**config.mk**
```make
export PLATFORM = sky130hd
export DESIGN_NAME = i2c_bus_master
export DESIGN_NICKNAME = d
export VERILOG_FILES = /design/src/i2c_bus_pkg.sv /design/src/i2c_bus_master.sv /design/src/line_sync.sv /design/src/phase_timing.sv
export VERILOG_INCLUDE_DIRS = /design/src
export SDC_FILE = /design/constraint.sdc
export NUM_CORES = 1
export LEC_CHECK = 0
export BUFFER_PORTS_ARGS = -buffer_cell sky130_fd_sc_hd__buf_4
export CORE_MARGIN = 4
export CORE_UTILIZATION = 35
export CTS_CLUSTER_SIZE = 12
export DETAILED_ROUTE_END_ITERATION = 8
export GPL_TIMING_DRIVEN = 1
export MAX_ROUTING_LAYER = met4
export PLACE_DENSITY_LB_ADDON = 0.12
export SYNTH_ARGS = -nofsm -noshare
export SYNTH_HDL_FRONTEND = slang
export SYNTH_SLANG_ARGS = --single-unit
```
**constraint.sdc**
```tcl
create_clock -name clk_sys -period 11.45 [get_ports clk_sys]
set_clock_uncertainty 0.2 [all_clocks]
set_input_delay 0 -clock clk_sys [delete_from_list [all_inputs] [get_ports clk_sys]]
set_output_delay 0 -clock clk_sys [all_outputs]
set_load 0.03 [all_outputs]
```
**src/i2c_bus_defs.svh**
```systemverilog
`ifndef I2C_BUS_DEFS_SVH
`define I2C_BUS_DEFS_SVH
// ==========================================
// Register indices (byte address is index times four)
`define IDX_PORT_DATA 16'hf220
`define IDX_PORT_DIR 16'hf221
`define IDX_DRIVE_LO 16'hf222
`define IDX_DRIVE_HI 16'hf223
`define IDX_FUNC_LO 16'hf224
`define IDX_FUNC_HI 16'hf225
`define IDX_RXD 16'hf2a0
`define IDX_TXD 16'hf2a1
`define IDX_CTL 16'hf2a2
`define IDX_MODE 16'hf2a4
`define IDX_STAT 16'hf2a5
`define IDX_ISTAT 16'hf2a6
`define IDX_IMASK 16'hf2a7
// ==========================================
// Field positions
`define MODE_EN 0
`define MODE_FAST 1
`define MODE_SYNC 4
`define CTL_GO 0
`define CTL_STOP 1
`define CTL_ACK 2
`define CTL_RX 3
`define IRQ_EV 0
`define IRQ_ER 1
`define PIN_SDA 0
`define PIN_SCL 1
`define REG_RST 8'h00
// ==========================================
// Phase lengths in high-speed clock periods
`define STD_LOW_BASE 8'h2c
`define STD_HIGH_BASE 8'h24
`define STD_STEP 8'h04
`define STD_HD_DAT 8'h08
`define FAST_HD_DAT 8'h04
`define FAST_LOW_TAB 32'h100e0e0c
`define FAST_HIGH_TAB 32'h0a0a0808
`endif

```
**src/i2c_bus_pkg.sv**
```systemverilog
package i2c_bus_pkg;
  // ==========================================
  // Sequencer states
  typedef enum logic [8:0] {
    ST_IDLE = 9'h001,
    ST_START_SU = 9'h002,
    ST_START_HD = 9'h004,
    ST_BIT_LOW = 9'h008,
    ST_BIT_HIGH = 9'h010,
    ST_HOLD = 9'h020,
    ST_STOP_LOW = 9'h040,
    ST_STOP_SU = 9'h080,
    ST_STOP_BUF = 9'h100
  } fsm_t;

  // Phase lengths for the selected speed
  typedef struct packed {
    logic [7:0] low;
    logic [7:0] high;
    logic [7:0] hd_dat;
    logic [7:0] hd_sta;
    logic [7:0] su_sta;
    logic [7:0] su_sto;
    logic [7:0] bus_free;
  } phase_times_t;

  // Port 4 register set
  typedef struct packed {
    logic [7:0] d;
    logic [7:0] dir;
    logic [7:0] con0;
    logic [7:0] con1;
    logic [7:0] mod0;
    logic [7:0] mod1;
  } port_regs_t;

  // Whole state of the bus master
  typedef struct packed {
    fsm_t fsm;
    logic [7:0] cnt;
    logic [3:0] bitn;
    logic [7:0] shift;
    logic [7:0] rxd;
    logic [7:0] txd;
    logic [7:0] mode;
    logic [7:0] ctl;
    port_regs_t port;
    logic ack_rx;
    logic busy;
    logic arb_err;
    logic mute;
    logic rx_mode;
    logic ack_val;
    logic bit_val;
    logic own;
    logic scl_drv;
    logic sda_drv;
    logic scl_seen;
    logic sda_seen;
    logic [1:0] irq_stat;
    logic [1:0] irq_mask;
    logic irq;
    logic ev_pulse;
    logic wreq;
    logic scl_oe_n;
    logic sda_oe_n;
    logic lo_lvl;
    logic [7:0] rdata;
  } core_state_t;
endpackage

```
**src/i2c_bus_master.sv**
```systemverilog
// The Avalon-MM register port was chosen for this implementation.
`timescale 1ns/10ps
`default_nettype none
`include "i2c_bus_defs.svh"
module i2c_bus_master (
  input wire logic clk_sys,
  input wire logic rst,
  input wire logic [17:0] avs_address,
  input wire logic avs_read,
  input wire logic avs_write,
  input wire logic [31:0] avs_writedata,
  input wire logic [3:0] avs_byteenable,
  output logic [31:0] avs_readdata,
  output logic avs_waitrequest,
  input wire logic scl_in,
  output logic scl_out,
  output logic scl_oe_n,
  input wire logic sda_in,
  output logic sda_out,
  output logic sda_oe_n,
  output logic irq,
  output logic bus_event_irq
);
  i2c_bus_pkg::core_state_t q, d;
  i2c_bus_pkg::phase_times_t t;
  logic [1:0] pins_s;
  logic scl_s;
  logic sda_s;
  logic acc;
  logic wr;
  logic [15:0] widx;
  logic wr_ctl;
  logic go;
  logic stop;
  logic en;
  logic sync_en;
  logic cnt_end;
  logic ev;
  logic err_set;
  logic start_seen;
  logic stop_seen;
  logic fn_sda;
  logic fn_scl;
  logic [7:0] sd_pt;
  logic [1:0] w1c;
  logic [1:0] iset;
  logic [7:0] stat_rd;

  // ==========================================
  // Pin synchronisers
  line_sync #(
    .WIDTH(2)
  ) u_sync (
    .clk_sys(clk_sys),
    .rst(rst),
    .async_in({scl_in, sda_in}),
    .sync_out(pins_s)
  );
  assign scl_s = pins_s[1];
  assign sda_s = pins_s[0];

  // Phase lengths from the mode register
  phase_timing u_timing (
    .fast(q.mode[`MODE_FAST]),
    .reduce(q.mode[3:2]),
    .times(t)
  );

  // ==========================================
  // Bus access decode
  always_comb
  begin
    acc = (avs_read | avs_write) & q.wreq;
    wr = acc & avs_write & avs_byteenable[0];
    widx = avs_address[17:2];
    wr_ctl = wr & (widx == `IDX_CTL);
    en = q.mode[`MODE_EN];
    sync_en = q.mode[`MODE_SYNC];
    go = wr_ctl & avs_writedata[`CTL_GO];
    stop = wr_ctl & avs_writedata[`CTL_STOP];
    w1c = (wr & (widx == `IDX_ISTAT)) ? avs_writedata[1:0] : 2'h0;
    fn_sda = ~q.port.mod1[`PIN_SDA] & q.port.mod0[`PIN_SDA];
    fn_scl = ~q.port.mod1[`PIN_SCL] & q.port.mod0[`PIN_SCL];
    sd_pt = 8'(t.low - t.hd_dat - 8'h01);
    cnt_end = (q.cnt == 8'h00);
    // Start and stop seen on the synchronised lines
    start_seen = scl_s & q.scl_seen & q.sda_seen & ~sda_s;
    stop_seen = scl_s & q.scl_seen & ~q.sda_seen & sda_s;
    stat_rd = {5'h00, q.arb_err, q.ack_rx, q.busy};
  end

  // ==========================================
  // Sequencer, registers and pins
  always_comb
  begin
    d = q;
    ev = 1'b0;
    err_set = 1'b0;
    d.scl_seen = scl_s;
    d.sda_seen = sda_s;
    d.lo_lvl = 1'b0;
    if (q.cnt != 8'h00)
      d.cnt = q.cnt - 8'h01;
    unique case (q.fsm)
      i2c_bus_pkg::ST_IDLE:
      begin
        d.scl_drv = 1'b0;
        d.sda_drv = 1'b0;
        if (go & en)
        begin
          d.fsm = i2c_bus_pkg::ST_START_SU;
          d.cnt = t.su_sta - 8'h01;
        end
      end
      i2c_bus_pkg::ST_START_SU:
        if (cnt_end)
        begin
          d.fsm = i2c_bus_pkg::ST_START_HD;
          d.sda_drv = 1'b1;
          d.cnt = t.hd_sta - 8'h01;
        end
      i2c_bus_pkg::ST_START_HD:
        if (cnt_end)
        begin
          // Address byte follows the start at once
          d.fsm = i2c_bus_pkg::ST_BIT_LOW;
          d.scl_drv = 1'b1;
          d.cnt = t.low - 8'h01;
          d.bitn = 4'h0;
          d.shift = q.txd;
          d.rx_mode = 1'b0;
        end
      i2c_bus_pkg::ST_BIT_LOW:
      begin
        if (q.cnt == sd_pt)
        begin
          // Data changes after the hold time
          if (q.bitn == 4'h8)
          begin
            d.bit_val = q.rx_mode ? q.ack_val : 1'b1;
            d.own = q.rx_mode;
          end
          else
          begin
            d.bit_val = q.rx_mode ? 1'b1 : q.shift[7];
            d.own = ~q.rx_mode;
          end
          d.sda_drv = ~d.bit_val & ~q.mute;
        end
        if (cnt_end)
        begin
          d.fsm = i2c_bus_pkg::ST_BIT_HIGH;
          d.scl_drv = 1'b0;
          d.cnt = t.high - 8'h01;
        end
      end
      i2c_bus_pkg::ST_BIT_HIGH:
      begin
        // Held low by a slower party: stretch the high phase
        if (sync_en & ~scl_s)
          d.cnt = q.cnt;
        else if (cnt_end)
        begin
          if (q.own & (sda_s != q.bit_val))
          begin
            err_set = 1'b1;
            if (sync_en)
            begin
              d.mute = 1'b1;
              d.sda_drv = 1'b0;
            end
          end
          d.scl_drv = 1'b1;
          if (q.bitn == 4'h8)
          begin
            d.ack_rx = sda_s;
            d.rxd = q.shift;
            d.mute = 1'b0;
            d.fsm = i2c_bus_pkg::ST_HOLD;
            ev = 1'b1;
          end
          else
          begin
            d.shift = {q.shift[6:0], sda_s};
            d.bitn = q.bitn + 4'h1;
            d.fsm = i2c_bus_pkg::ST_BIT_LOW;
            d.cnt = t.low - 8'h01;
          end
        end
      end
      i2c_bus_pkg::ST_HOLD:
      begin
        d.scl_drv = 1'b1;
        if (stop)
        begin
          d.fsm = i2c_bus_pkg::ST_STOP_LOW;
          d.sda_drv = 1'b1;
          d.cnt = t.low - 8'h01;
        end
        else if (go)
        begin
          d.fsm = i2c_bus_pkg::ST_BIT_LOW;
          d.cnt = t.low - 8'h01;
          d.bitn = 4'h0;
          d.shift = q.txd;
          d.rx_mode = avs_writedata[`CTL_RX];
          d.ack_val = avs_writedata[`CTL_ACK];
        end
      end
      i2c_bus_pkg::ST_STOP_LOW:
        if (cnt_end)
        begin
          d.fsm = i2c_bus_pkg::ST_STOP_SU;
          d.scl_drv = 1'b0;
          d.cnt = t.su_sto - 8'h01;
        end
      i2c_bus_pkg::ST_STOP_SU:
        if (sync_en & ~scl_s)
          d.cnt = q.cnt;
        else if (cnt_end)
        begin
          d.fsm = i2c_bus_pkg::ST_STOP_BUF;
          d.sda_drv = 1'b0;
          d.cnt = t.bus_free - 8'h01;
        end
      i2c_bus_pkg::ST_STOP_BUF:
        if (cnt_end)
        begin
          // Interrupt only once the stop and free time are over
          d.fsm = i2c_bus_pkg::ST_IDLE;
          ev = 1'b1;
        end
      default:
        d.fsm = i2c_bus_pkg::ST_IDLE;
    endcase

    // Busy tracking on the wire
    if (start_seen)
      d.busy = 1'b1;
    else if (stop_seen)
      d.busy = 1'b0;

    // Error flag: set wins over the write clear
    if (err_set)
      d.arb_err = 1'b1;
    else if (wr_ctl)
      d.arb_err = 1'b0;

    // Register writes
    if (wr)
    begin
      unique case (widx)
        `IDX_PORT_DATA: d.port.d = avs_writedata[7:0];
        `IDX_PORT_DIR: d.port.dir = avs_writedata[7:0];
        `IDX_DRIVE_LO: d.port.con0 = avs_writedata[7:0];
        `IDX_DRIVE_HI: d.port.con1 = avs_writedata[7:0];
        `IDX_FUNC_LO: d.port.mod0 = avs_writedata[7:0];
        `IDX_FUNC_HI: d.port.mod1 = avs_writedata[7:0];
        `IDX_TXD: d.txd = avs_writedata[7:0];
        `IDX_CTL: d.ctl = {4'h0, avs_writedata[3:2], 2'h0};
        `IDX_MODE: d.mode = {3'h0, avs_writedata[4:0]};
        `IDX_IMASK: d.irq_mask = avs_writedata[1:0];
        default: d.mode = d.mode;
      endcase
    end

    // Disabled: sequencer parked, flags held low
    if (~d.mode[`MODE_EN])
    begin
      d.fsm = i2c_bus_pkg::ST_IDLE;
      d.scl_drv = 1'b0;
      d.sda_drv = 1'b0;
      d.busy = 1'b0;
      d.arb_err = 1'b0;
      d.ack_rx = 1'b0;
      d.mute = 1'b0;
    end

    // Sticky interrupt status, set beats clear
    iset = {err_set, ev};
    d.irq_stat = (q.irq_stat & ~w1c) | iset;
    d.irq = |(d.irq_stat & d.irq_mask);
    d.ev_pulse = ev;

    // Pins: pull low or release only
    if (fn_sda)
      d.sda_oe_n = ~d.sda_drv;
    else
      d.sda_oe_n = q.port.dir[`PIN_SDA] | q.port.d[`PIN_SDA];
    if (fn_scl)
      d.scl_oe_n = ~d.scl_drv;
    else
      d.scl_oe_n = q.port.dir[`PIN_SCL] | q.port.d[`PIN_SCL];

    // Bus answer one cycle after the request
    d.wreq = ~acc;
    if (acc & avs_read)
    begin
      unique case (widx)
        `IDX_PORT_DATA: d.rdata = q.port.d;
        `IDX_PORT_DIR: d.rdata = q.port.dir;
        `IDX_DRIVE_LO: d.rdata = q.port.con0;
        `IDX_DRIVE_HI: d.rdata = q.port.con1;
        `IDX_FUNC_LO: d.rdata = q.port.mod0;
        `IDX_FUNC_HI: d.rdata = q.port.mod1;
        `IDX_RXD: d.rdata = q.rxd;
        `IDX_TXD: d.rdata = q.txd;
        `IDX_CTL: d.rdata = q.ctl;
        `IDX_MODE: d.rdata = q.mode;
        `IDX_STAT: d.rdata = stat_rd;
        `IDX_ISTAT: d.rdata = {6'h00, q.irq_stat};
        `IDX_IMASK: d.rdata = {6'h00, q.irq_mask};
        default: d.rdata = `REG_RST;
      endcase
    end
  end

  // ==========================================
  // State register
  always_ff @(posedge clk_sys or posedge rst)
  begin
    if (rst)
    begin
      q <= '0;
      q.fsm <= i2c_bus_pkg::ST_IDLE;
      q.wreq <= 1'b1;
      q.scl_oe_n <= 1'b1;
      q.sda_oe_n <= 1'b1;
      q.scl_seen <= 1'b1;
      q.sda_seen <= 1'b1;
    end
    else
      q <= d;
  end

  // ==========================================
  // Outputs straight from the state register
  assign avs_readdata = {24'h000000, q.rdata};
  assign avs_waitrequest = q.wreq;
  assign scl_out = q.lo_lvl;
  assign sda_out = q.lo_lvl;
  assign scl_oe_n = q.scl_oe_n;
  assign sda_oe_n = q.sda_oe_n;
  assign irq = q.irq;
  assign bus_event_irq = q.ev_pulse;
endmodule
`default_nettype wire

```
**src/line_sync.sv**
```systemverilog
`timescale 1ns/10ps
`default_nettype none
module line_sync #(
  parameter int WIDTH = 2
) (
  input wire logic clk_sys,
  input wire logic rst,
  input wire logic [WIDTH-1:0] async_in,
  output logic [WIDTH-1:0] sync_out
);
  typedef struct packed {
    logic [WIDTH-1:0] s2;
    logic [WIDTH-1:0] s1;
  } sync_t;
  sync_t q, d;

  // ==========================================
  // Two stages per line; only the second is read
  genvar i;
  generate
    for (i = 0; i < WIDTH; i++)
    begin : g_bit
      always_comb
      begin
        d.s1[i] = async_in[i];
        d.s2[i] = q.s1[i];
      end
    end
  endgenerate

  // Stage registers, released lines idle high
  always_ff @(posedge clk_sys or posedge rst)
  begin
    if (rst)
      q <= '1;
    else
      q <= d;
  end

  assign sync_out = q.s2;
endmodule
`default_nettype wire

```
**src/phase_timing.sv**
```systemverilog
`timescale 1ns/10ps
`default_nettype none
`include "i2c_bus_defs.svh"
module phase_timing (
  input wire logic fast,
  input wire logic [1:0] reduce,
  output var i2c_bus_pkg::phase_times_t times
);
  logic [31:0] lo_tab;
  logic [31:0] hi_tab;
  logic [7:0] step;
  logic [7:0] f_low;
  logic [7:0] f_high;

  // ==========================================
  // Table lookup per reduction step in fast mode, base plus step in standard mode
  always_comb
  begin
    step = 8'(`STD_STEP * reduce);
    lo_tab = `FAST_LOW_TAB;
    hi_tab = `FAST_HIGH_TAB;
    f_low = lo_tab[8*reduce +: 8];
    f_high = hi_tab[8*reduce +: 8];
    if (fast)
    begin
      times.low = f_low;
      times.high = f_high;
      times.hd_dat = `FAST_HD_DAT;
      times.hd_sta = f_high;
      times.su_sta = f_low;
      times.su_sto = f_high;
      times.bus_free = f_low;
    end
    else
    begin
      times.low = 8'(`STD_LOW_BASE + step);
      times.high = 8'(`STD_HIGH_BASE + step);
      times.hd_dat = `STD_HD_DAT;
      times.hd_sta = 8'(`STD_HIGH_BASE + step);
      times.su_sta = 8'(`STD_LOW_BASE + step);
      times.su_sto = 8'(`STD_HIGH_BASE + step);
      times.bus_free = 8'(`STD_LOW_BASE + step);
    end
  end
endmodule
`default_nettype wire

```
==> impl_metrics.csv, run 1 <==
group,metric,value,unit
global_routing,wire_length_of_the_first_global_routing_pass,34200,microns
critical_path,start_kind,"register",
sta,tightest_slew,1060,ps
sta,fin_worst_hold_slack,33.8,ps
job,cap_violations,0,
clocking,cts-root-buf,"clkbuf_16",
global_routing,grt_start_max_net_pins,73,
synthesis,sequential_share_of_the_synthesized_area,44.7,%
route,routed_wirelength,21600,microns
clocking,tritoncts,"built",
place,dpl_cell_area,7890,sq um
global_routing,antenna_violations_before_repair,0,
sta,timing.slew.headroom,28.8,%
pwr,power.leakage,4.01,nW
finish,n_antenna_cell,0,
sta,unrepaired_setup_endpoints_after_global_routing,"false",
worst_hold_path,hold_path.class,"in -> async",
route,drt-pass1-iter-count,6,
critical_path,critical_path_peak_fanout,9,
pwr,power_density,142,nW/um^2
floorplan,die_width,154,microns
critical_path,startpoint_of_the_worst_slack_reg_to_reg_timing_path,"q[88]",
place,dp.cells,1020,
critical_path,crit_buf_inv,2,
sta,setup_violations,0,
route,viasPerCell,5.64,
route,first_iter_violations,436,
place,numPortBuffers,43,
place,detailedPlacementHpwl,15700,microns
critical_path,critical_path_arrival,4140,ps
route,detail_route.drc_violations,0,
clocking,htree_levels,4,
pwr,irDropWorstVdd,0.0000872,V
global_routing,grt_usage,18.7,%
sta,final_min_period_over_clock_period,35.3,%
finish,syn_to_final_growth,17.0,%
floorplan,die_height,154,microns
critical_path,cp_required,11550,ps
floorplan,core-area,21000,sq um
critical_path,critical_path.top_delay_family,"simple AND/OR/NAND/NOR gates",
floorplan,initial_core_utilization,35.6,%
global_routing,overall_overflow_remaining_after_global_route,0,
synthesis,syn-cell-area,7480,sq um
sta,final.setup.tns,0,ps
finish,layout-drive-gt1-share,23.1,%
critical_path,cpPeakStageDelay,550,ps
sta,fmax,0.248,GHz
finish,final_net_count,857,
status,status,"finished clean",
critical_path,worstSetupEndpointType,"register",
route,antenna_violation_net_count_after_detailed_routing,0,
floorplan,die_area,23800,sq um
synthesis,number_of_distinct_library_cells_after_synthesis,77,
place,gp_congestion,0.916,
critical_path,crit_path_start,"q[88]",
synthesis,number_of_synthesis_warnings,0,
clocking,cts.clk_slew.worst_paths,70,ps
synthesis,ys_dominant_reg_cell,"dfrtp_1",
synthesis,synth_edf_count,0,
synthesis,syn-instance-count,736,
critical_path,cells_along_the_critical_path,"inv_1 > ha_1 > nand2_1 > inv_1 > ha_1 > xor2_1 > nor4_1 > o2111ai_1 > a22oi_1 > nor3b_1 > mux2_2",
clocking,tritoncts.num_buffers,17,
sta,final.min_clock_period,4040,ps
floorplan,floorplan.rows,53,
sta,number_of_slew_limit_violations_in_the_final_report,0,
synthesis,avgSynthCellArea,10.2,sq um
critical_path,slowest_stage,"dfrtp_1",
finish,final-instance-count-excl-fill,1075,
critical_path,critPathKind,"reg -> reg",
route,avgRoutedWirePerCell,20.1,microns
clocking,worstSkewPairLatency,410,ps
global_routing,grt_pass1_vias,6020,
synthesis,synthArstFlopShare,100,%
sta,endpoints_failing_hold,0,
finish,stdcell_area,8750,sq um
floorplan,ios,99,
clocking,clockBufferDepth,2,
clocking,clock_sinks,133,
synthesis,ys_ff_latch,133,
route,via_count,6067,
[logic make-up (layout without fill, tap and decap cells)]
logic type / count (synthesis) / after routing / synth area share (%)
muxes: 77 / 77 / 11.5
xor gates and xnor gates: 14 / 14 / 1.64
AOI/OAI and AO/OA: 161 / 161 / 15.1
and+or+nand+nor: 263 / 263 / 19.6
DFF: 133 / 133 / 44.7
adders and majority gates: 10 / 10 / 1.67
buffers and inverters: 77 / 116 / 5.72
other: 1 / 26 / 0.0502
[metrics by stage]
stage,util [%],setup WS (ps),power (mW)
final,41.6,7410,1.24
after global routing,41.6,7120,1.30
after CTS,41.6,7410,1.25
after detailed placement,37.6,7430,0.664
after global placement,37.6,7480,0.662
after floorplan,-,7710,0.624
[report_power, final]
part	internal, mW	leakage, nW	switching, mW
clock network	0.336	0.309	0.240
registers	0.479	1.78	0.00763
logic	0.0603	1.92	0.116
total	0.875	4.01	0.364
[cell usage after synthesis, types with 7 or more instances]
master | count | area share, %
nor4_1 | 7 | 0.59
a31oi_1 | 12 | 1.0
nand2_1 | 70 | 3.5
xnor2_1 | 8 | 0.94
clkbuf_1 | 17 | 0.85
a222oi_1 | 7 | 0.94
a221oi_1 | 10 | 1.2
nor3_1 | 23 | 1.5
nand3_1 | 21 | 1.4
nor2_1 | 57 | 2.9
ha_1 | 10 | 1.7
a21oi_1 | 34 | 2.3
a22oi_1 | 16 | 1.6
inv_1 | 14 | 0.70
buf_4 | 34 | 3.4
dfstp_2 | 10 | 3.5
mux2_2 | 72 | 11
buf_2 | 9 | 0.60
dfrtp_1 | 123 | 41
nand4_1 | 11 | 0.92
a21o_1 | 7 | 0.70
o21ai_0 | 24 | 1.6
nand2b_1 | 9 | 0.75
[per-layer routing]
layer  global-route usage [%]  wire length (microns)
met5                        -                      0
met4                     3.95                    215
met3                     3.97                   1180
met2                     28.5                  10100
met1                     25.8                  10100
[worst reg2reg max path, stage by stage, from the launching register on]
cell       delay, ps
dfrtp_1          550
inv_1            170
ha_1             450
nand2_1          260
inv_1             80
ha_1             310
xor2_1           150
nor4_1           410
o2111ai_1        200
a22oi_1          390
nor3b_1          370
mux2_2           380
[registers in the layout, summed over array words and instances, names as in the netlist]
name / count
scl_oe_n: 1
u_sync.d: 2
irq: 1
avs_readdata: 8
u_sync.sync_out: 2
sda_oe_n: 1
en: 1
q: 115
avs_waitrequest: 1
bus_event_irq: 1
[worst paths after layout]
kind	end	slack, ps	cells after the start
hold / removal	q[138]	30	3
max in group asynchronous	q[41]	9650	4
hold reg to reg	u_sync.sync_out[1]	160	0
min in group clk_sys	u_sync.d[3]	30	2
setup reg to reg	q[23]	7410	11
setup / recovery	q[23]	7410	11
[cell type report]
class | instances | area (sq um)
Tap cell | 275 | 344
Fill cell | 2029 | 12300
Sequential cell | 133 | 3340
Inverter | 15 | 61.3
Timing Repair Buffer | 69 | 576
Clock inverter | 15 | 201
Clock buffer | 17 | 425
Multi-Input combinational cell | 551 | 3800
[timing repair]
| item | 4_1_cts | 5_1_grt |
|---|---|---|
| hold buffers | 23 | 0 |
| endpoints found under the hold margin | 139 | 0 |
| buffers inserted | 0 | 0 |
| resized for setup | 0 | 0 |
[cells in the final DEF (no fill, tap or decap), drive strengths merged, types with 7 or more instances in the layout]
cell           n
dfrtp        123
mux2          72
nand2         70
nor2          57
buf           46
a21oi         35
o21ai         29
nor3          29
conb          26
inv           24
dlygate4sd3   23
nand3         22
clkbuf        17
a22oi         16
a31oi         12
nand4         11
nor4          11
a221oi        10
ha            10
dfstp         10
nand2b         9
xnor2          8
a21o           7
a222oi         7
nand4b         7
Power figures use the tool's default switching activity.
==> run 2, diff against run 1 <==
==> constraint.sdc (replaced) <==
create_clock -name clk_sys -period 3.6 [get_ports clk_sys]
set_clock_uncertainty 0.2 [all_clocks]
set_input_delay 0 -clock clk_sys [delete_from_list [all_inputs] [get_ports clk_sys]]
set_output_delay 0 -clock clk_sys [all_outputs]
set_load 0.03 [all_outputs]
==> run 2 against run 1 <==
First-iteration DRC count increased by 22%. Sequential power grew to 3.2 times the previous value. Sequential cell count did not move. Count of clock-buffer cells in the layout unchanged. Worst hold slack lost 2.2 ps. Routed wire length rose by 1.8%. Total power rose to 3.2 times the previous value. Critical path depth unchanged. Maximum frequency grew 23%. Critical endpoint unchanged.
==> impl_metrics.csv, run 2 (synthesis gave the netlist of run 1 again) <==
group,metric,value,unit
global_routing,grt_pass1_vias,6142,
critical_path,critical_path_arrival,3400,ps
clocking,cts-root-buf,"clkbuf_16",
place,dp.cells,1040,
route,routed_wirelength,21900,microns
place,gp_congestion,0.878,
sta,endpoints_failing_hold,0,
clocking,tritoncts.num_buffers,17,
sta,final.min_clock_period,3300,ps
finish,layout_common_cells,"dfrtp_1, mux2_2, nand2_1, buf_4, nor2_1",
sta,setup_violations,0,
finish,top_register,"q",
worst_hold_path,hold_path.class,"in -> reg",
clocking,postCtsSetupRepairBufs,0,
critical_path,slowest_stage,"dfrtp_1",
critical_path,start_kind,"register",
global_routing,grt_usage,19.2,%
sta,tightest_slew,879,ps
sta,final.setup.tns,0,ps
global_routing,wire_length_of_the_first_global_routing_pass,34900,microns
critical_path,critical_path.top_delay_family,"simple AND/OR/NAND/NOR gates",
critical_path,worstSetupEndpointType,"register",
finish,final-instance-count-excl-fill,1094,
finish,layout-drive-gt1-share,25.2,%
global_routing,overall_overflow_remaining_after_global_route,0,
finish,n_antenna_cell,0,
route,via_count,6205,
finish,syn_to_final_growth,19.2,%
sta,fmax,0.303,GHz
floorplan,ios,99,
pwr,power_density,446,nW/um^2
sta,unrepaired_setup_endpoints_after_global_routing,"false",
clocking,clockBufferDepth,2,
finish,layout.cells.most_common,"dfrtp_1",
global_routing,antenna_violations_before_repair,0,
sta,timing.slew.headroom,39.9,%
sta,final_min_period_over_clock_period,91.6,%
route,detail_route.drc_violations,0,
floorplan,die_height,154,microns
job,cap_violations,0,
global_routing,met2_track_demand_over_resource_in_global_routing,29.4,%
critical_path,cpPeakStageDelay,470,ps
route,first_iter_violations,534,
critical_path,crit_buf_inv,2,
route,drt-pass1-iter-count,6,
clocking,htree_levels,4,
clocking,tritoncts,"built",
floorplan,floorplan.rows,53,
place,detailedPlacementHpwl,16300,microns
critical_path,cells_along_the_critical_path,"inv_1 > ha_1 > nand2_1 > inv_1 > ha_1 > xor2_1 > nor4_1 > o2111ai_1 > a22oi_2 > nor3b_1 > mux2_2",
finish,final_net_count,876,
global_routing,grtUsageMet3,4.76,%
floorplan,initial_core_utilization,35.6,%
clocking,worstSkewPairLatency,420,ps
route,avgRoutedWirePerCell,20.1,microns
global_routing,grt_start_max_net_pins,117,
status,status,"finished clean",
pwr,power.leakage,4.11,nW
floorplan,core-area,21000,sq um
clocking,cts.clk_slew.worst_paths,60,ps
clocking,clock_sinks,133,
critical_path,critPathKind,"reg -> reg",
global_routing,grt-busiest-layer,"met2",
global_routing,met1_usage,25.9,%
floorplan,die_area,23800,sq um
critical_path,critical_path_peak_fanout,6,
critical_path,cp_required,3700,ps
place,numPortBuffers,43,
route,viasPerCell,5.67,
sta,number_of_slew_limit_violations_in_the_final_report,0,
route,antenna_violation_net_count_after_detailed_routing,0,
pwr,irDropWorstVdd,0.000254,V
floorplan,die_width,154,microns
finish,largest_reg_flops,115,
## run 2: metal layers
layer	vias up	wire length, microns
met3	28	1500
li1	2838	-
met5	-	0
met2	224	10300
met4	0	400
met1	3115	9790
## run 2: layout make-up
type                            count  area (sq um)
Fill cell                        2022         12100
Multi-Input combinational cell    551          3810
Sequential cell                   133          3340
Timing Repair Buffer               88           728
Clock buffer                       17           425
Tap cell                          275           344
Clock inverter                     15           209
Inverter                           15          60.1
## run 2: timing repair
item	4_1_cts	5_1_grt
hold buffers	22	0
hold endpoints to repair	204	0
endpoints found under the setup margin	0	2
gates resized for setup	0	1
## run 2: final timing paths
check	from	end	slack, ps	cells past startpoint
hold / removal	sda_in	u_sync.d[2]	30	2
setup reg to reg	q[89]	q[23]	300	11
setup / recovery	q[89]	q[23]	300	11
hold reg to reg	u_sync.d[2]	u_sync.sync_out[0]	160	0
max in group asynchronous	rst	en	1700	5
min in group asynchronous	rst	q[123]	550	4
## run 2: where the power goes
part | internal (mW) | leakage [nW] | switching (mW)
Clock | 1.07 | 0.308 | 0.782
Sequential | 1.52 | 1.78 | 0.0223
Combinational | 0.216 | 2.02 | 0.372
Total | 2.80 | 4.11 | 1.18
## run 2: per-stage QoR
stage	hold WS, ps	power, mW	util (%)	cell area, sq um	worst slack [ps]
floorplan	-196	1.99	-	7570	351
global placement	-146	2.13	38.3	8060	334
detailed placement	-146	2.14	38.3	8060	225
CTS	16.4	4.02	42.4	8910	215
global route	35.7	4.15	42.4	8910	64.2
finish	31.6	3.98	42.4	8910	304
